File: src/design/cmr_pkg.sv
package cmr_pkg;
  // Instances and word layout.
  localparam int          NUM_INST     = 3;
  localparam logic [31:0] MODE_RESET   = 32'h0000_0000;
  localparam logic [31:0] GEN_RSV_MASK = 32'hff00_c000;
  localparam logic [31:0] PK_RSV_MASK  = 32'hfff0_f000;
  localparam int          PK_UP_HI     = 19;
  localparam int          PK_UP_LO     = 16;
  localparam int          PK_LO_HI     = 11;
  localparam int          ALG_HI       = 23;
  localparam int          ALG_LO       = 16;
  localparam int          C2K_BIT      = 13;
  localparam int          INFO_HI      = 12;
  localparam int          INFO_LO      = 4;
  localparam int          STATE_HI     = 3;
  localparam int          STATE_LO     = 2;
  localparam int          ICV_BIT      = 1;
  localparam int          ENC_BIT      = 0;
  localparam int          DK_BIT       = 8;
  localparam int          PARITY_BIT   = 7;

  // Algorithm codes.
  localparam logic [7:0] ALG_AES    = 8'h10;
  localparam logic [7:0] ALG_DES    = 8'h20;
  localparam logic [7:0] ALG_TDES   = 8'h21;
  localparam logic [7:0] ALG_RNG    = 8'h50;
  localparam logic [7:0] ALG_SNOW   = 8'h60;
  localparam logic [7:0] ALG_KASUMI = 8'h70;
  localparam logic [7:0] ALG_ZUC    = 8'hb0;

  // Information codes (low eight bits of the info field).
  localparam logic [7:0] AES_CTR   = 8'h00;
  localparam logic [7:0] AES_ECB   = 8'h20;
  localparam logic [7:0] AES_CCM   = 8'h80;
  localparam logic [7:0] AES_GCM   = 8'h90;
  localparam logic [7:0] AES_LAST  = 8'he0;
  localparam logic [6:0] DES_FIRST = 7'h10;
  localparam logic [6:0] DES_LAST  = 7'h40;
  localparam logic [7:0] KAS_GSM   = 8'h10;
  localparam logic [7:0] KAS_EDGE  = 8'h20;
  localparam logic [7:0] KAS_F8    = 8'hc0;
  localparam logic [7:0] KAS_F9    = 8'hc8;
  localparam logic [7:0] STREAM_C0 = 8'hc0;
  localparam logic [7:0] RNG_PLAIN = 8'h00;
  localparam logic [7:0] RNG_NOZ   = 8'h10;
  localparam logic [7:0] RNG_ODD   = 8'h20;

  // Public key function types, as given by the accelerator.
  typedef enum logic [1:0] {
    CMR_PK_CLEAR = 2'h0,
    CMR_PK_ARITH = 2'h1,
    CMR_PK_COPY  = 2'h3
  } cmr_pk_type_t;

  // Commands from controller software.
  typedef enum logic [2:0] {
    CMR_CMD_NONE   = 3'h0,
    CMR_CMD_OP_GEN = 3'h1,
    CMR_CMD_OP_PK  = 3'h2,
    CMR_CMD_KEYCLR = 3'h3,
    CMR_CMD_TRUST  = 3'h4,
    CMR_CMD_READ   = 3'h5,
    CMR_CMD_WRITE  = 3'h6
  } cmr_cmd_t;

  // Controller APB register map.
  localparam logic [7:0] OFS_WORD   = 8'h00;
  localparam logic [7:0] OFS_CMD    = 8'h04;
  localparam logic [7:0] OFS_REQ    = 8'h08;
  localparam logic [7:0] OFS_RDATA  = 8'h0c;
  localparam logic [7:0] OFS_STATUS = 8'h10;
  localparam int         CMD_INST_LO = 4;
  localparam int         REQ_GNT_LO  = 8;
  localparam int         REQ_DESC    = 16;

  // Mode error for an information code the algorithm does not define.
  function automatic logic info_bad(input logic [7:0] algorithm_select, input logic [8:0] info,
                                    input logic c2k);
    logic [7:0] c;
    c = info[7:0];
    case (algorithm_select)
      ALG_AES:    info_bad = (c[3:0] != 4'h0) || (c > AES_LAST)
                             || (c2k && c != AES_CCM && c != AES_GCM);
      ALG_DES,
      ALG_TDES:   info_bad = info[DK_BIT] || c[6:0] < DES_FIRST || c[6:0] > DES_LAST
                             || c[3:0] != 4'h0;
      ALG_KASUMI: info_bad = info[DK_BIT] || !(c == KAS_GSM || c == KAS_EDGE
                             || c == KAS_F8 || c == KAS_F9);
      ALG_ZUC,
      ALG_SNOW:   info_bad = info != {1'b0, STREAM_C0};
      ALG_RNG:    info_bad = info[DK_BIT] || !(c == RNG_PLAIN || c == RNG_NOZ
                             || c == RNG_ODD);
      default:    info_bad = 1'b1;
    endcase
  endfunction : info_bad
endpackage : cmr_pkg

File: src/design/cmr_if.sv
`timescale 1ns/1ps
`default_nettype none
interface cmr_if;
  logic        opLoad;
  logic        opPk;
  logic        keyClear;
  logic        trustClear;
  logic        regRead;
  logic        regWrite;
  logic [1:0]  inst;
  logic [31:0] wdata;
  logic [2:0]  instReq;
  logic [2:0]  instGrant;
  logic        descActive;
  logic [31:0] rdata;
  logic        rdValid;
  logic        accessErr;

  modport device (
    input  opLoad, opPk, keyClear, trustClear, regRead, regWrite, inst, wdata,
    input  instReq, instGrant, descActive,
    output rdata, rdValid, accessErr
  );
  modport controller (
    output opLoad, opPk, keyClear, trustClear, regRead, regWrite, inst, wdata,
    output instReq, instGrant, descActive,
    input  rdata, rdValid, accessErr
  );
endinterface : cmr_if
`default_nettype wire

File: src/design/cmr_device.sv
`timescale 1ns/1ps
`default_nettype none
// Notes on behaviour
// - Public-key word splits function mode 19-16, 11-0
// - Function mode decoded per public-key function type
// - Three words, reachable only with request and grant; operation loads and clears here skip the grant check
// - Operation command loads; descriptor blocks other writes
// - Key encrypt/decrypt clears the word
// - Trusted descriptor check or re-sign clears word
// - Builder zeroes general reserved bits
// - Bits 23-16 select the algorithm
// - Bit 13 picks key for CCM/GCM
// - Bits 12-4 carry info; unused means zero
// - AES info codes select the cipher mode
// - AES info top bit selects decrypt key
// - Info codes never combined by OR
// - Kasumi info selects GSM, EDGE, f8, f9
// - ZUC info C0h selects encryption
// - DES info selects mode; 80h adds parity
// - Random generator info selects output filtering
// - SNOW info C0h selects f8
// - Bits 3-2 give algorithm state
// - Bit 1 requests ICV compare outside ECB
// - Bit 1 injects faults in AES ECB
// - Bit 0 set encrypts, clear decrypts
module cmr_device #(
  parameter int NINST = cmr_pkg::NUM_INST
) (
  // Clock and reset.
  input  wire logic        clk,
  input  wire logic        rst_b,
  // Descriptor controller side.
  cmr_if.device            link,
  // Accelerator side.
  input  wire logic [1:0]  accelInst,
  input  wire logic [1:0]  pkFuncType,
  output logic [7:0]       algSelect,
  output logic [7:0]       infoCode,
  output logic             decryptKey,
  output logic             useSecondKey,
  output logic             desParity,
  output logic [1:0]       algState,
  output logic             icvCheck,
  output logic             faultInject,
  output logic             encrypt,
  output logic             modeError,
  output logic             pkActive,
  output logic [15:0]      pkClearMode,
  output logic [15:0]      pkArithMode,
  output logic [15:0]      pkCopyMode
);
  if (NINST != cmr_pkg::NUM_INST) begin : g_bad_ninst
    $error("NINST must equal three");
  end

  typedef struct packed {
    logic [2:0][31:0] mode;
    logic [2:0]       isPk;
    logic [31:0]      rdata;
    logic             rdValid;
    logic             accessErr;
    logic [7:0]       algorithm_select;
    logic [7:0]       info;
    logic             dk;
    logic             c2k;
    logic             parity;
    logic [1:0]       state;
    logic             icv;
    logic             fault;
    logic             encrypt_select;
    logic             err;
    logic             pk;
    logic [15:0]      pkClr;
    logic [15:0]      pkAri;
    logic [15:0]      pkCpy;
  } cmr_dev_t;

  cmr_dev_t st_r;
  cmr_dev_t st_nxt;

  logic        granted;
  logic [31:0] w;
  logic [8:0]  algorithm_info;
  logic [15:0] pkMode;
  logic        ecb;

  assign granted = link.instReq[link.inst] && link.instGrant[link.inst];

  always_comb begin
    st_nxt           = st_r;
    st_nxt.rdValid   = 1'b0;
    st_nxt.accessErr = 1'b0;
    // Clears come first so that an operation load in the same cycle survives.
    if (link.keyClear || link.trustClear) begin
      st_nxt.mode[link.inst] = cmr_pkg::MODE_RESET;
      st_nxt.isPk[link.inst] = 1'b0;
    end
    if (link.opLoad) begin
      st_nxt.mode[link.inst] = link.wdata;
      st_nxt.isPk[link.inst] = link.opPk;
    end else if (link.regWrite) begin
      // A running descriptor may only change the word through operation loads and clears.
      if (granted && !link.descActive) begin
        st_nxt.mode[link.inst] = link.wdata;
      end else begin
        st_nxt.accessErr = 1'b1;
      end
    end
    if (link.regRead) begin
      if (granted) begin
        st_nxt.rdata   = st_r.mode[link.inst];
        st_nxt.rdValid = 1'b1;
      end else begin
        st_nxt.accessErr = 1'b1;
      end
    end

    // Decode of the word selected by the accelerator.
    w      = st_r.mode[accelInst];
    algorithm_info    = w[cmr_pkg::INFO_HI:cmr_pkg::INFO_LO];
    pkMode = {w[cmr_pkg::PK_UP_HI:cmr_pkg::PK_UP_LO], w[cmr_pkg::PK_LO_HI:0]};
    ecb    = (w[cmr_pkg::ALG_HI:cmr_pkg::ALG_LO] == cmr_pkg::ALG_AES)
             && (algorithm_info[7:0] == cmr_pkg::AES_ECB);
    st_nxt.pk    = st_r.isPk[accelInst];
    st_nxt.pkClr = (st_r.isPk[accelInst] && pkFuncType == cmr_pkg::CMR_PK_CLEAR)
                   ? pkMode : 16'h0000;
    st_nxt.pkAri = (st_r.isPk[accelInst] && pkFuncType == cmr_pkg::CMR_PK_ARITH)
                   ? pkMode : 16'h0000;
    st_nxt.pkCpy = (st_r.isPk[accelInst] && pkFuncType == cmr_pkg::CMR_PK_COPY)
                   ? pkMode : 16'h0000;
    if (st_r.isPk[accelInst]) begin
      st_nxt.algorithm_select    = 8'h00;
      st_nxt.info   = 8'h00;
      st_nxt.dk     = 1'b0;
      st_nxt.c2k    = 1'b0;
      st_nxt.parity = 1'b0;
      st_nxt.state  = 2'h0;
      st_nxt.icv    = 1'b0;
      st_nxt.fault  = 1'b0;
      st_nxt.encrypt_select    = 1'b0;
      st_nxt.err    = 1'b0;
    end else begin
      st_nxt.algorithm_select  = w[cmr_pkg::ALG_HI:cmr_pkg::ALG_LO];
      st_nxt.info = algorithm_info[7:0];
      // Only AES reads the decrypt-key and second-key bits.
      st_nxt.dk  = (st_nxt.algorithm_select == cmr_pkg::ALG_AES) && algorithm_info[cmr_pkg::DK_BIT];
      st_nxt.c2k = (st_nxt.algorithm_select == cmr_pkg::ALG_AES) && w[cmr_pkg::C2K_BIT];
      st_nxt.parity = (st_nxt.algorithm_select == cmr_pkg::ALG_DES || st_nxt.algorithm_select == cmr_pkg::ALG_TDES)
                      && algorithm_info[cmr_pkg::PARITY_BIT];
      st_nxt.state = w[cmr_pkg::STATE_HI:cmr_pkg::STATE_LO];
      st_nxt.icv   = w[cmr_pkg::ICV_BIT] && !ecb;
      st_nxt.fault = w[cmr_pkg::ICV_BIT] && ecb;
      st_nxt.encrypt_select   = w[cmr_pkg::ENC_BIT];
      st_nxt.err   = cmr_pkg::info_bad(st_nxt.algorithm_select, algorithm_info, w[cmr_pkg::C2K_BIT]);
    end
  end

  always_ff @(posedge clk or negedge rst_b) begin
    if (!rst_b) begin
      st_r <= '0;
    end else begin
      st_r <= st_nxt;
    end
  end

  assign link.rdata     = st_r.rdata;
  assign link.rdValid   = st_r.rdValid;
  assign link.accessErr = st_r.accessErr;
  assign algSelect      = st_r.algorithm_select;
  assign infoCode       = st_r.info;
  assign decryptKey     = st_r.dk;
  assign useSecondKey   = st_r.c2k;
  assign desParity      = st_r.parity;
  assign algState       = st_r.state;
  assign icvCheck       = st_r.icv;
  assign faultInject    = st_r.fault;
  assign encrypt        = st_r.encrypt_select;
  assign modeError      = st_r.err;
  assign pkActive       = st_r.pk;
  assign pkClearMode    = st_r.pkClr;
  assign pkArithMode    = st_r.pkAri;
  assign pkCopyMode     = st_r.pkCpy;
endmodule : cmr_device
`default_nettype wire

File: src/flat_wrapper.sv
// flat-port wrapper written by rule: the top's interface ports become plain ports
module cmr_device_flat 
#(
  parameter int NINST = cmr_pkg::NUM_INST
)
  (clk, rst_b, accelInst, pkFuncType, algSelect, infoCode, decryptKey, useSecondKey, desParity, algState, icvCheck, faultInject, encrypt, modeError, pkActive, pkClearMode, pkArithMode, pkCopyMode, link_opLoad, link_opPk, link_keyClear, link_trustClear, link_regRead, link_regWrite, link_inst, link_wdata, link_instReq, link_instGrant, link_descActive, link_rdata, link_rdValid, link_accessErr);
  cmr_if link_i ();
  input  wire logic clk;
  input  wire logic rst_b;
  input  wire logic [1:0] accelInst;
  input  wire logic [1:0] pkFuncType;
  output logic [7:0] algSelect;
  output logic [7:0] infoCode;
  output logic decryptKey;
  output logic useSecondKey;
  output logic desParity;
  output logic [1:0] algState;
  output logic icvCheck;
  output logic faultInject;
  output logic encrypt;
  output logic modeError;
  output logic pkActive;
  output logic [15:0] pkClearMode;
  output logic [15:0] pkArithMode;
  output logic [15:0] pkCopyMode;
  input wire logic [$bits(link_i.opLoad)-1:0] link_opLoad;
  input wire logic [$bits(link_i.opPk)-1:0] link_opPk;
  input wire logic [$bits(link_i.keyClear)-1:0] link_keyClear;
  input wire logic [$bits(link_i.trustClear)-1:0] link_trustClear;
  input wire logic [$bits(link_i.regRead)-1:0] link_regRead;
  input wire logic [$bits(link_i.regWrite)-1:0] link_regWrite;
  input wire logic [$bits(link_i.inst)-1:0] link_inst;
  input wire logic [$bits(link_i.wdata)-1:0] link_wdata;
  input wire logic [$bits(link_i.instReq)-1:0] link_instReq;
  input wire logic [$bits(link_i.instGrant)-1:0] link_instGrant;
  input wire logic [$bits(link_i.descActive)-1:0] link_descActive;
  output wire logic [$bits(link_i.rdata)-1:0] link_rdata;
  output wire logic [$bits(link_i.rdValid)-1:0] link_rdValid;
  output wire logic [$bits(link_i.accessErr)-1:0] link_accessErr;
  assign link_i.opLoad = link_opLoad;
  assign link_i.opPk = link_opPk;
  assign link_i.keyClear = link_keyClear;
  assign link_i.trustClear = link_trustClear;
  assign link_i.regRead = link_regRead;
  assign link_i.regWrite = link_regWrite;
  assign link_i.inst = link_inst;
  assign link_i.wdata = link_wdata;
  assign link_i.instReq = link_instReq;
  assign link_i.instGrant = link_instGrant;
  assign link_i.descActive = link_descActive;
  assign link_rdata = link_i.rdata;
  assign link_rdValid = link_i.rdValid;
  assign link_accessErr = link_i.accessErr;
  cmr_device #(.NINST(NINST)) u_core (.clk(clk), .rst_b(rst_b), .link(link_i), .accelInst(accelInst), .pkFuncType(pkFuncType), .algSelect(algSelect), .infoCode(infoCode), .decryptKey(decryptKey), .useSecondKey(useSecondKey), .desParity(desParity), .algState(algState), .icvCheck(icvCheck), .faultInject(faultInject), .encrypt(encrypt), .modeError(modeError), .pkActive(pkActive), .pkClearMode(pkClearMode), .pkArithMode(pkArithMode), .pkCopyMode(pkCopyMode));
endmodule
File: config.mk
export PLATFORM = sky130hd
export DESIGN_NAME = cmr_device_flat
export DESIGN_NICKNAME = d
export VERILOG_FILES = /design/src/design/cmr_pkg.sv /design/src/design/cmr_if.sv /design/src/design/cmr_device.sv /design/src/flat_wrapper.sv
export SDC_FILE = /design/constraint.sdc
export NUM_CORES = 1
export LEC_CHECK = 0
export ABC_AREA = 1
export BUFFER_PORTS_ARGS = -buffer_cell sky130_fd_sc_hd__buf_2
export CAP_MARGIN = 20
export CORE_ASPECT_RATIO = 1.2
export CORE_MARGIN = 4
export CORE_UTILIZATION = 57
export DETAILED_ROUTE_END_ITERATION = 10
export GPL_TIMING_DRIVEN = 0
export HOLD_SLACK_MARGIN = 0.15
export MAX_ROUTING_LAYER = met4
export PLACE_DENSITY = 0.8
export SYNTH_ARGS = -nofsm -noshare
export SYNTH_HDL_FRONTEND = slang
export SYNTH_SLANG_ARGS = --single-unit
File: constraint.sdc
create_clock -name clk -period 1.9 [get_ports clk]
set_input_delay 0.19 -clock clk [delete_from_list [all_inputs] [get_ports clk]]
set_output_delay 0.19 -clock clk [all_outputs]
set_load 0.03 [all_outputs]
Word-level counts from Yosys, hierarchy flattened
Index checks and enable logic that the tools add are counted.
- word-level logic and storage cells: 117
- bits of input ports: 53
- register bits: 207
- output and inout port bits: 108
- reduce and logical (&&, ||, !) cells: 38
- equality and inequality tests: 16
- bitwise operators: 4
- muxes and demuxes: 32
- magnitude comparators: 6
- operator list (cell ; count):
    96-bit two-way mux ; 3
    32-bit binary-select mux with 2-bit select ; 2
    99-bit two-way mux ; 1
    96-bit bitwise AND ; 1
    96-bit bitwise mux ; 1
    96-bit NOT ; 1
    32-bit demux with 2-bit select ; 1
    32-bit two-way mux ; 2
    16-bit two-way mux ; 3
    25-bit two-way mux ; 1
    8-bit by 6-bit == test with 1-bit output (second input constant) ; 3
    8-bit by 7-bit == test with 1-bit output (second input constant) ; 3
    8-bit == test (second input constant) ; 3
    24-bit two-way mux ; 1
    8-bit by 5-bit == test with 1-bit output (second input constant) ; 2
    8-bit != test (second input constant) ; 2
    1-bit logical AND ; 14
    1-bit logical OR ; 14
    1-bit two-way mux ; 9
    9-bit by 8-bit != test with 1-bit output (second input constant) ; 1
    8-bit greater-than comparator (second input constant) ; 1
    8-bit zero test ; 1
    7-bit greater-than comparator (second input constant) ; 1
    7-bit by 5-bit less-than comparator with 1-bit output (second input constant) ; 1
    other kinds (17) ; 24

Longest topological paths before layout
Gate-level depths: netlist of the first run.
- depth after elaboration: 11
- depth in mapped cells: 15
- depth with buffers taken out: 14

Least setup slack after synthesis of the first run
No wires, ideal clock.
- path type: register to register
- from: register u_core.st_r[108] in the netlist's numbering
- to: register u_core.st_r (netlist bit u_core.pkClearMode[13])
- arrival time: 1.412 ns
- buffers on the path: 1
- stages on the path, launching flop included: 7
- library setup time: 0.132 ns
- path slack: 0.356 ns
- path through: dfrtp_1 -> or2_2 -> a32oi_2 -> inv_1 -> nand2_1 -> buf_2 -> nor2_1
- RTL lines (element ; RTL line ; source):
    start: declaration ; cmr_device.sv:78 ; cmr_dev_t st_r;
    start signal: assignment ; cmr_device.sv:162 ; st_r <= st_nxt;

==> run summary, run 1 <==
The flow ran to the end, and the final reports show no timing, DRC or antenna violations. Setup violations remaining at the end of the flow were counted as 0. At the pin with the least slew margin, the transition time is 755.7 ps. The detailed router finished its first iteration with 900 violations.

The logs give 0 for the final hold violation count and 0 for the number of max-slew violations in the final report. The initialized floorplan defines 53 standard-cell rows. Share of cells above drive strength 1: 0.2528. Once detail routing completed, the nets flagged for antenna violations numbered 0. Walking the worst path, the cells encountered are or2_2, a32oi_2, inv_2, nand2_2, buf_2, nor2_1. The via count of the first global-routing pass came out at 8,830. Count of unresolved DRC violations after routing: 0.

The cell area after synthesis was 0.01035 mm². In this run, CTS created clock tree buffers numbering 22. The peak fanout along the critical path was 10.

The tree is rooted in a sky130_fd_sc_hd__clkbuf_16. Dividing total power by cell area gives a power density of 1068 mW/mm². The run gives 0.02039 mm² as the area of the die. The total global routing track utilization was 0.2802; the clock latency of the later-clocked register in the worst-skew pair was 510 ps. The total global routing overflow was 0; the warning count from the yosys run was 0. The worst hold path passes through 4 cells. Ranked by total cell area, the synthesized netlist is headed by sky130_fd_sc_hd__dfrtp_1, sky130_fd_sc_hd__nand2_1, sky130_fd_sc_hd__buf_4. The gate count after technology mapping is 1,290. The number of detailed-routing iterations run before antenna repair is 8, and the critical path's largest stage delay is 400 ps. For the worst flop-to-flop path, the logic depth is 6. Highest ir drop seen on vdd: 0.0008026 V. Proportion of netlist area held by the largest area contributor: 0.5004. The dominant cell type by area after synthesis is sky130_fd_sc_hd__dfrtp_1. The clock-pin slew on the worst setup and hold paths is 70 ps. The port buffer count works out to 160. Across all layers, the routed design uses 9,106 vias. The slowest stage of the critical path is the sky130_fd_sc_hd__dfrtp_1 cell. The most common cell in the synthesized netlist is sky130_fd_sc_hd__nand2_1. After synthesis the netlist holds a flip-flop and latch count of 207. Summed over all cells, the static leakage comes to 7.299 nW.

The nature of the critical path endpoint is a flip-flop. Leaving out filler cells and counting taps, the final layout contains 1,751. In the synthesized netlist the dominant register cell turns out to be sky130_fd_sc_hd__dfrtp_1. In the routed layout, each cell is associated on average with a via count of 5.200. The tools report the starting density of the core as 0.5847. Worst-case clock skew: 14.62 ps.

The type of origin of the critical path was a flip-flop. Dividing the detail-routed wire length by the instance count gives 16.04 µm. The worst hold path belongs to the class primary input to flip-flop. After detailed routing, the total wire length is 28,080 µm. The number of nets in the finished design is 1,568, and the vertical extent of the die is 155.6 µm. The count of boundary I/O pins is 161, and the number of antenna cells inserted is 0. The share of synthesized flip-flops with an asynchronous set or reset was 1.000; the die extent in x was 131.0 µm. The area growth from synthesis to layout is 22.89%. The floorplan step defined a core boundary enclosing 0.01771 mm². The minimum clock period works out to 1832 ps.

STA puts the critical path data required time at 2270 ps. The relative max-transition margin came out at 0.4962. Entering global routing, the biggest net connects 114 pins. By count the netlist is led by sky130_fd_sc_hd__nand2_1, sky130_fd_sc_hd__dfrtp_1, sky130_fd_sc_hd__inv_1. Placer congestion estimate: 0.9169. The worst setup path category is flip-flop to flip-flop.

TritonCTS built the clock tree. For the post-synthesis cell type count, the log shows 32. Hold is met by 235.9 ps.

The clock passes through at most 3 buffers. The count of maximum capacitance violations was 0. The tools report the number of levels the H-tree was split into as 1. The wire-length estimate of the detail-placed layout is 18,730 µm. Data arrives at the worst endpoint at 2200 ps. The logs give 207 for the clock sink count and 0.5004 for the register area share after synthesis. The post-synthesis net count is 1,343, and the highest clock rate is 545.9 MHz.

The design draws 0.01359 W. Averaged over all synthesized cells, the footprint is 8.025 µm². The initial antenna violation count came out at 0. The portion of the clock cycle consumed by the worst path in the final layout was 0.9642; the number of flops mapped to enable cells by yosys was 0. Counting tap cells, the placed design contains a total of 1,671 instances. The first-pass GRT wire length came out at 44,200 µm.
-- flip-flops by register name, indices dropped and copies added (netlist names) --
register	count
u_core.algSelect	8
u_core.algState	2
u_core.decryptKey	1
u_core.desParity	1
u_core.encrypt	1
u_core.faultInject	1
u_core.icvCheck	1
u_core.infoCode	8
u_core.link.accessErr	1
u_core.link.rdValid	1
u_core.link.rdata	32
u_core.modeError	1
u_core.pkActive	1
u_core.pkArithMode	16
u_core.pkClearMode	16
u_core.pkCopyMode	16
u_core.st_r	99
u_core.useSecondKey	1
-- layout by cell type (no fill, tap or decap), drive strengths merged --
cell type,count
nand2,383
buf,279
dfrtp,207
inv,200
nor2,143
o21ai,75
clkbuf,63
dlygate4sd3,41
o221ai,31
mux2,31
nand3,28
a21oi,12
o31ai,11
bufinv,6
clkinv,6
a22oi,4
or2,3
nor3,2
a32oi,1
o211ai,1
nor4,1
nand3b,1
nand4,1
o21a,1
-- final cells by class --
class | instances | area (µm²)
clock buffers | 27 | 610.6
repair buffers | 202 | 1249
plain buffers | 154 | 1002
multi-input cells | 729 | 3436
flip-flops and latches | 207 | 5180
clock inverters | 13 | 222.7
inverters | 199 | 747.0
well taps | 220 | 275.3
fillers | 1319 | 4984
-- cells by family after synthesis --
family	synth area share
mux	0.03372
flops	0.5004
simple gates	0.2138
compound gates	0.08291
buf+inv	0.1692
-- metrics by stage --
stage	setup slack (ps)	instance area, µm²	utilization	TNS (ps)
finish	68.10	12720	0.7185	0
global route	-10.20	12720	0.7185	-12.07
global placement	-2779	11430	0.6455	-596090
CTS	8.964	12710	0.7177	0
floorplan	355.9	10350	-	0
detailed placement	-336.7	11470	0.6476	-30110
-- power by group --
part           switching [W]  leakage (nW)  internal [W]
clock network        0.00179         0.413       0.00311
registers           0.000310          2.67       0.00503
logic                0.00207          4.21       0.00128
total                0.00417          7.30       0.00942
-- critical path, delay by kind of cell, from the launching register on --
kind	cells	cell delay, ps
AOI/OAI and AO/OA	1	340
buffers and inverters	2	400
DFF	1	400
and+or+nand+nor	3	550
-- timing repair --
item                                    in CTS  in global routing
endpoints found under the setup margin      11                 14
gates resized for setup                      1                  6
hold buffers                                41                  0
hold endpoints to repair                   202                  0
setup buffers                                0                  0
gates cloned                                 0                  0
-- worst paths after layout --
| check | slack (ps) | endpoint | start |
|---|---|---|---|
| worst max-delay path | 70 | u_core.pkClearMode[13]$_DFF_PN0_ | u_core.st_r[108]$_DFF_PN0_ |
| worst min-delay path | 240 | u_core.pkArithMode[1]$_DFF_PN0_ | accelInst[1] |
| worst max register to register | 70 | u_core.pkClearMode[13]$_DFF_PN0_ | u_core.st_r[108]$_DFF_PN0_ |
| worst min register to register | 510 | u_core.link.rdata[3]$_DFFE_PN0P_ | u_core.link.rdata[3]$_DFFE_PN0P_ |
| max in group asynchronous | 600 | u_core.st_r[115]$_DFF_PN0_ | rst_b |
| min in group asynchronous | 310 | u_core.pkCopyMode[12]$_DFF_PN0_ | rst_b |
-- per-layer routing --
layer | part of all wire | GRT usage | vias up
met2 | 0.49 | 0.4741 | 531
met5 | 0 | - | -
met4 | 0.025 | 0.08525 | 0
met1 | 0.38 | 0.3475 | 4210
met3 | 0.097 | 0.04041 | 67
li1 | - | - | 4298
No activity file was read; power rests on OpenSTA's default activity.
==> inputs of run 2 (changes only) <==
==> constraint.sdc (replaced) <==
create_clock -name clk -period 2.1 [get_ports clk]
set_input_delay 0.21 -clock clk [delete_from_list [all_inputs] [get_ports clk]]
set_output_delay 0.21 -clock clk [all_outputs]
set_load 0.03 [all_outputs]
==> run 2 against run 1 <==
  * Clock skew decreased by 5.2 ps
  * Clock-buffer cell count unchanged
  * Clock power decreased by 9.6%
  * Sequential power decreased by 9.6%
  * Via count increased by 0.27%
  * Critical path type unchanged
  * Critical endpoint unchanged
==> run summary, run 2 (synthesis results as in run 1) <==
The run finished with clean final reports. The via count of the first global-routing pass is 8,835, and the number of max-slew violations in the final report is 0. The count of standard-cell rows was 53. The run gives 7.293 nW as the static leakage.

The maximum clock insertion buffer count came out at 3. The met2 demand-to-capacity share in global routing is 0.4753, and the number of detailed-routing iterations run before antenna repair is 5. For the number of buffers inserted during clock tree synthesis, the log shows 22. For this run the aggregate overflow at the end of global routing stands at 0.

The register with the most flip-flops in the layout has 99 of them. After detailed routing, the average wire length per cell comes to 16.05 µm. In this run the tool buffered the top-level ports with 160 buffer cells. The die is 155.6 µm tall. Timing would allow up to 500.7 MHz. The routing layer with the top usage in global route is met2. The share of cells above drive strength 1 is 0.2495. Clock-pin slew on the worst setup and hold paths: 70 ps. The worst setup path is captured at a flip-flop.

The tools report the count of boundary I/O pins as 161. The final cell area excluding filler cells was 0.01270 mm²; the count of maximum capacitance violations was 0. The number of cells after detailed placement was 1,671. TritonCTS built the clock tree. Entering global routing, the biggest net connects 114 pins. The floorplan step defined a die boundary enclosing 0.02039 mm².

STA classifies the critical path startpoint as a flip-flop. The number of levels the H-tree was split into is 1. The share of power burned in the clock network is 0.360.

The repair_antennas step left the layout with diodes totalling 0. In the final design database the tool counted 1,568 nets. On the final layout, the worst hold slack is 263.9 ps. The number of vias per cell after detailed routing was 5.215.

Total design power: 0.01229 W. More flip-flops sit in one register than any other, and that register is u_core.st_r. The internal power was 0.008520 W; the count of unresolved DRC violations after routing was 0.

The highest ir drop seen on vdd was 0.0007273 V; the power per cell area was 967.4 mW/mm². The final standard cell utilization of the core was 0.7173; the routing usage on met3 was 0.04007. The critical path launch point is u_core.st_r[108]$_DFF_PN0_. After detailed placement, the total cell area comes to 0.01147 mm².

The logs give 0 for the total setup buffers inserted after CTS and 500 ps for the clock latency of the later-clocked register in the worst-skew pair. For the pin with the worst max-slew slack, the measured transition is 748.5 ps. The starting density of the core was 0.5847. Setup repair after global routing left no endpoint under its margin.

The multi-input logic area is 0.003421 mm², and the initial antenna violation count is 0. Setup violations remaining at the end of the flow were counted as 0. The total global routing track utilization is 0.2806, and the minimum clock period is 1997 ps. Violation count after the first detailed-routing iteration: 885. The tightest min-delay check is of the primary input to flip-flop type. Registers take 0.005180 mm². The share of total power consumed by net switching works out to 0.3065.

The library cell used most frequently in the layout, excluding fill and tap cells, is sky130_fd_sc_hd__nand2_1. The run gives 0.247 as the combinational group share of total power. Worst setup path category: flip-flop to flip-flop. The wire-length estimate of the detail-placed layout is 18,730 µm. The finished layout holds 1,751 standard cells, fillers aside. The run gives 0 as the count of antenna-violating nets left after detailed routing. STA puts the critical path data required time at 2460 ps. The clock sink count was 207; the area growth from synthesis to layout was 22.67%.

The run gives 0 as the final hold violation count. The portion of the clock cycle consumed by the worst path in the final layout is 0.9511, and the total of fill cells in the finished design is 1,323. Across all layers, the routed design uses 9,131 vias. The startpoint identified for the worst register-to-register timing path is u_core.st_r[108]$_DFF_PN0_. The die extent in x is 131.0 µm. The tree is rooted in a sky130_fd_sc_hd__clkbuf_16.

For the final database, setup skew stands at 9.402 ps. The run gives 28,110 µm as the detailed-route wire length. The top cell types in the final layout, fill and taps aside, are sky130_fd_sc_hd__nand2_1, sky130_fd_sc_hd__dfrtp_1, sky130_fd_sc_hd__inv_1, sky130_fd_sc_hd__buf_2, sky130_fd_sc_hd__nor2_1. At the end of routability-driven placement, the weighted congestion stood at 0.9169. The logs give 0.393 for the sequential cell fraction of total power and 0.003765 W for the switching power. The first global-routing pass estimated 44,240 µm of wire.

For the fraction of met1 tracks used by global routing, the log shows 0.3475. Peak fanout along the critical path: 10. In this run the most critical hold path is launched from accelInst[1].

The tools report the relative max-transition margin as 0.5010. The tools report the arrival time at the worst endpoint as 2360 ps. After floorplanning, the core was sized to cover 0.01771 mm².
run 2: cell types whose count changed in the layout (fill, tap and decap cells not counted), sizes merged:
cell | previous run | this run
buf | 279 | 281
clkbuf | 63 | 62
dlygate4sd3 | 41 | 40
run 2: worst paths after layout:
kind                                                    endpoint  slack, ps  cells after the start
worst min-delay path             u_core.pkArithMode[1]$_DFF_PN0_        260                      4
worst min register to register  u_core.link.rdata[3]$_DFFE_PN0P_        510                      1
min in group asynchronous        u_core.pkCopyMode[12]$_DFF_PN0_        320                      2
max in group asynchronous             u_core.st_r[147]$_DFF_PN0_        780                      3
worst max register to register  u_core.pkClearMode[13]$_DFF_PN0_        100                      6
worst max-delay path            u_core.pkClearMode[13]$_DFF_PN0_        100                      6
run 2: metal layers:
layer	vias to the layer above	routed length [µm]
li1	4297	-
met1	4266	10890
met2	496	14010
met3	72	2499
met4	0	710
met5	-	0
run 2: final cells by class:
type,count,share of cell area
Tap cell,220,0.02167
Buffer,155,0.07911
Sequential cell,207,0.4079
Timing Repair Buffer,201,0.09754
Multi-Input combinational cell,729,0.2694
Clock inverter,13,0.01754
Clock buffer,27,0.04808
Inverter,199,0.05882
run 2: repair_timing:
item | CTS | global route
hold endpoints to repair | 201 | 0
resized for setup | 0 | 0
hold buffers | 40 | 0
run 2: power groups by stage:
stage,combinational [W],sequential [W],clock [W]
2_1_floorplan,0.00214,0.00484,0
3_3_place_gp,0.00285,0.00487,0
3_5_place_dp,0.00292,0.00489,0
4_1_cts,0.00301,0.00482,0.00446
5_1_grt,0.00332,0.00488,0.00463
6_report,0.00303,0.00483,0.00442
run 2: critical path: stages, from the launching register on:
cell	delay [ps]
sky130_fd_sc_hd__dfrtp_1	400
sky130_fd_sc_hd__or2_2	310
sky130_fd_sc_hd__a32oi_2	310
sky130_fd_sc_hd__inv_1	210
sky130_fd_sc_hd__nand2_1	250
sky130_fd_sc_hd__buf_2	280
sky130_fd_sc_hd__nor2_1	80
run 2: per-stage QoR:
step	setup TNS (ps)	worst slack (ps)
after floorplan	0	555.9
after global placement	-540260	-2599
after detailed placement	-7906	-156.7
after CTS	0	126.4
after global routing	0	18.34
final	0	102.6
==> inputs of run 3 (changes only) <==
--- a/config.mk
+++ b/config.mk
@@ -9,7 +9,7 @@
 export BUFFER_PORTS_ARGS = -buffer_cell sky130_fd_sc_hd__buf_2
 export CAP_MARGIN = 20
 export CORE_ASPECT_RATIO = 1.2
-export CORE_MARGIN = 4
+export CORE_MARGIN = 5
 export CORE_UTILIZATION = 57
 export DETAILED_ROUTE_END_ITERATION = 10
 export GPL_TIMING_DRIVEN = 0
==> constraint.sdc (replaced) <==
create_clock -name clk -period 2.1 [get_ports clk]
set_input_delay 0.315 -clock clk [delete_from_list [all_inputs] [get_ports clk]]
set_output_delay 0.315 -clock clk [all_outputs]
set_load 0.03 [all_outputs]
==> run 3 against run 2 <==
  * Combinational power hardly changed
  * Worst setup slack improved by 19 ps
  * Final area decreased by 1.2%
  * Critical path type unchanged
  * Critical endpoint is now u_core.pkClearMode[9]$_DFF_PN0_
  * Highest routed layer unchanged
==> run summary, run 3 (synthesis results as in run 1) <==
Data on the critical path is required at its endpoint by 2470 ps. The number of levels the H-tree was split into came out at 1. The tools report the via count of the first global-routing pass as 8,999.

After detailed routing, the average wire length per cell comes to 16.21 µm. u_core.st_r holds more flip-flops than any other register. Final-report setup violation count: 0. The arrival time at the worst endpoint is 2340 ps. TritonCTS built the clock tree.

The worst setup path is launched from a flip-flop. The floorplan core area was 0.01804 mm²; the share of total power consumed by net switching was 0.3169. Setup slack after placement: -253.9 ps. TritonCTS created 20 clock buffers. The tools report the terminus of the critical flop-to-flop path as u_core.pkClearMode[9]$_DFF_PN0_. The later pin in the worst-skew pair is clocked with a latency of 500 ps. The smallest clock period supported by the final layout is computed as 1979 ps. The tool flagged a number of max-cap violations equal to 0. Clock-pin slew was measured on the worst setup and hold paths at 70 ps.

The depth of the worst register-to-register path was 6; the starting density of the core was 0.5739. Setup repair after global routing left no endpoint under its margin. For the total global routing overflow, the log shows 0. The finished cells cover 0.01254 mm².

Pin placement for this block handled 161 I/O pins. The standard cell area after detailed placement is 0.01147 mm². Leaving out fill and tap cells, the most frequent cells in the layout are sky130_fd_sc_hd__nand2_1, sky130_fd_sc_hd__dfrtp_1, sky130_fd_sc_hd__inv_1, sky130_fd_sc_hd__buf_2, sky130_fd_sc_hd__nor2_1. The worst setup path is captured at a flip-flop.

The analysis attributes to net switching a power of 0.003686 W. The tools report the setup slack on the worst flop-to-flop path as 120 ps. Count of unresolved DRC violations after routing: 0. The tools report the sequential cell fraction of total power as 0.415. The actual slew at the worst max-slew pin came out at 749.6 ps. The final hold violation count came out at 0. The run gives 0 as the count of antenna-violating nets left after detailed routing. Counting the fill cells in the layout gives 1,408. The flow ran to the end, and the final reports show no timing, DRC or antenna violations. The tree built by TritonCTS fans out to 207 sinks. Leaving out fill and tap cells, the most frequent cell in the layout is sky130_fd_sc_hd__nand2_1.

The combinational group share of total power was 0.261; the total global routing track utilization was 0.2742. The critical path's largest stage delay was 400 ps. The largest delay contributor family on the critical path was simple AND/OR/NAND/NOR gates. The worst flop-to-flop path startpoint was u_core.st_r[108]$_DFF_PN0_. The worst setup path category was flip-flop to flip-flop. The multi-input combinational cells in the finished layout cover a total of 0.003421 mm². On the final layout, the worst clock skew is 11.97 ps.

CTS placed an instance of sky130_fd_sc_hd__clkbuf_16 at the clock tree root. The initial antenna violation count is 1. The die covers 0.02097 mm².

The vertical extent of the die is 157.6 µm, and the count of vias placed by the detailed router is 9,055. Entering global routing, the biggest net connects 115 pins. For this block, the initial DRC count from the detailed router was 913. Logic depth of the worst setup path including buffers: 6.

The logs give 0.9112 for the placer congestion estimate and 0.0006722 V for the highest ir drop seen on vdd. The critical path goes through or2_2, a32oi_2, inv_1, nand2_1, buf_2, nor2_1. Buffers placed on the I/O ports in this run total 160. Detailed placement HPWL: 18,910 µm. Cell type of the slowest stage on the worst timing path: sky130_fd_sc_hd__dfrtp_1. Share of cells above drive strength 1: 0.2480. After detailed routing, the number of vias per cell comes to 5.177. Wires add up to 28,360 µm. After floorplanning, the core was divided into 54 placement rows. The analysis attributes to cell leakage a power of 7.215 nW.

In this run the worst setup path terminates at u_core.pkClearMode[9]$_DFF_PN0_. For the share of power burned in the clock network, the log shows 0.325. The die extent in x works out to 133.0 µm. The first global-routing pass estimated 44,790 µm of wire.

The power per cell area is 927.2 mW/mm², and the post-route worst setup slack is 121.3 ps. From synthesis to final layout, the design area changed by 21.17%. Relative max-transition margin: 0.4969.

The min-delay analysis places its worst path in the category primary input to flip-flop. The final layout contains 1,564 nets. The critical path launch point was u_core.st_r[108]$_DFF_PN0_.

The register with the most flip-flops in the layout has 99 of them. The number of buffers and inverters on the critical path is 2. The peak fanout along the critical path was 10; the portion of the clock cycle consumed by the worst path in the final layout was 0.9423. The highest clock rate is 505.4 MHz, and the internal power is 0.007945 W. The first detailed-routing pass took 6 iterations.

No sink is reached through more buffers than the 3 on the longest clock path. The number of max-slew violations in the final report was 0. For the combined flip-flop and latch cell area, the log shows 0.005180 mm².
==> run 3: worst min path at each step <==
stage                                      start                                 to  slack (ps)  cells past startpoint
4_1_cts                            pkFuncType[1]     u_core.pkCopyMode[0]$_DFF_PN0_         180                      3
5_1_grt                            pkFuncType[1]     u_core.pkCopyMode[0]$_DFF_PN0_         220                      3
3_5_place_dp                               rst_b   u_core.pkArithMode[12]$_DFF_PN0_         380                      1
6_report                           pkFuncType[1]     u_core.pkCopyMode[2]$_DFF_PN0_         200                      3
3_3_place_gp   u_core.link.rdata[31]$_DFFE_PN0P_  u_core.link.rdata[31]$_DFFE_PN0P_         480                      1
2_1_floorplan                              rst_b      u_core.algSelect[0]$_DFF_PN0_          20                      0
==> run 3: worst register-to-register path, stage by stage, from the launching register on <==
cell and delay, ps:
sky130_fd_sc_hd__dfrtp_1 400, sky130_fd_sc_hd__or2_2 310, sky130_fd_sc_hd__a32oi_2 310, sky130_fd_sc_hd__inv_1 210
sky130_fd_sc_hd__nand2_1 270, sky130_fd_sc_hd__buf_2 290, sky130_fd_sc_hd__nor2_1 70
==> run 3: through the flow <==
step	hold slack (ps)	utilization	setup TNS, ps	power (W)	instances
final	203.3	0.6954	0	0.01163	1749
after global routing	219.7	0.6954	0	0.01217	1749
after CTS	182.4	0.6952	0	0.01165	1748
after detailed placement	380.7	0.6359	-15180	0.007817	1675
after global placement	477.1	0.6338	-570560	0.007729	1674
after floorplan	19.41	-	0	0.006975	1290
==> run 3: layer usage <==
layer / wire length, µm / vias up / track usage
met5: 0 / - / -
met4: 1210 / 0 / 0.1228
met3: 2562 / 103 / 0.03846
met2: 13710 / 489 / 0.4664
met1: 10880 / 4179 / 0.3276
li1: - / 4284 / -
==> run 3: layout make-up <==
cell class                 count  share of cell area
clock inverter                 8            0.007381
clock buffer                  27             0.04768
buffer                       155             0.08009
sequential                   207              0.4129
multi-input combinational    729              0.2727
timing repair buffer         199             0.09715
inverter                     199             0.05955
tap                          224             0.02234
antenna                        1           0.0001995
==> run 3: what timing repair did <==
item	4_1_cts	5_1_grt
resized for setup	0	0
setup endpoints to repair	0	0
endpoints found under the hold margin	182	0
buffers inserted	0	0
hold buffers	38	0
==> run 3: power by group through the flow <==
stage               combinational (W)  clock [W]  sequential, W
global placement              0.00286          0        0.00487
floorplan                     0.00214          0        0.00484
detailed placement            0.00293          0        0.00489
CTS                           0.00301    0.00382        0.00482
global route                  0.00331    0.00397        0.00488
finish                        0.00303    0.00377        0.00483
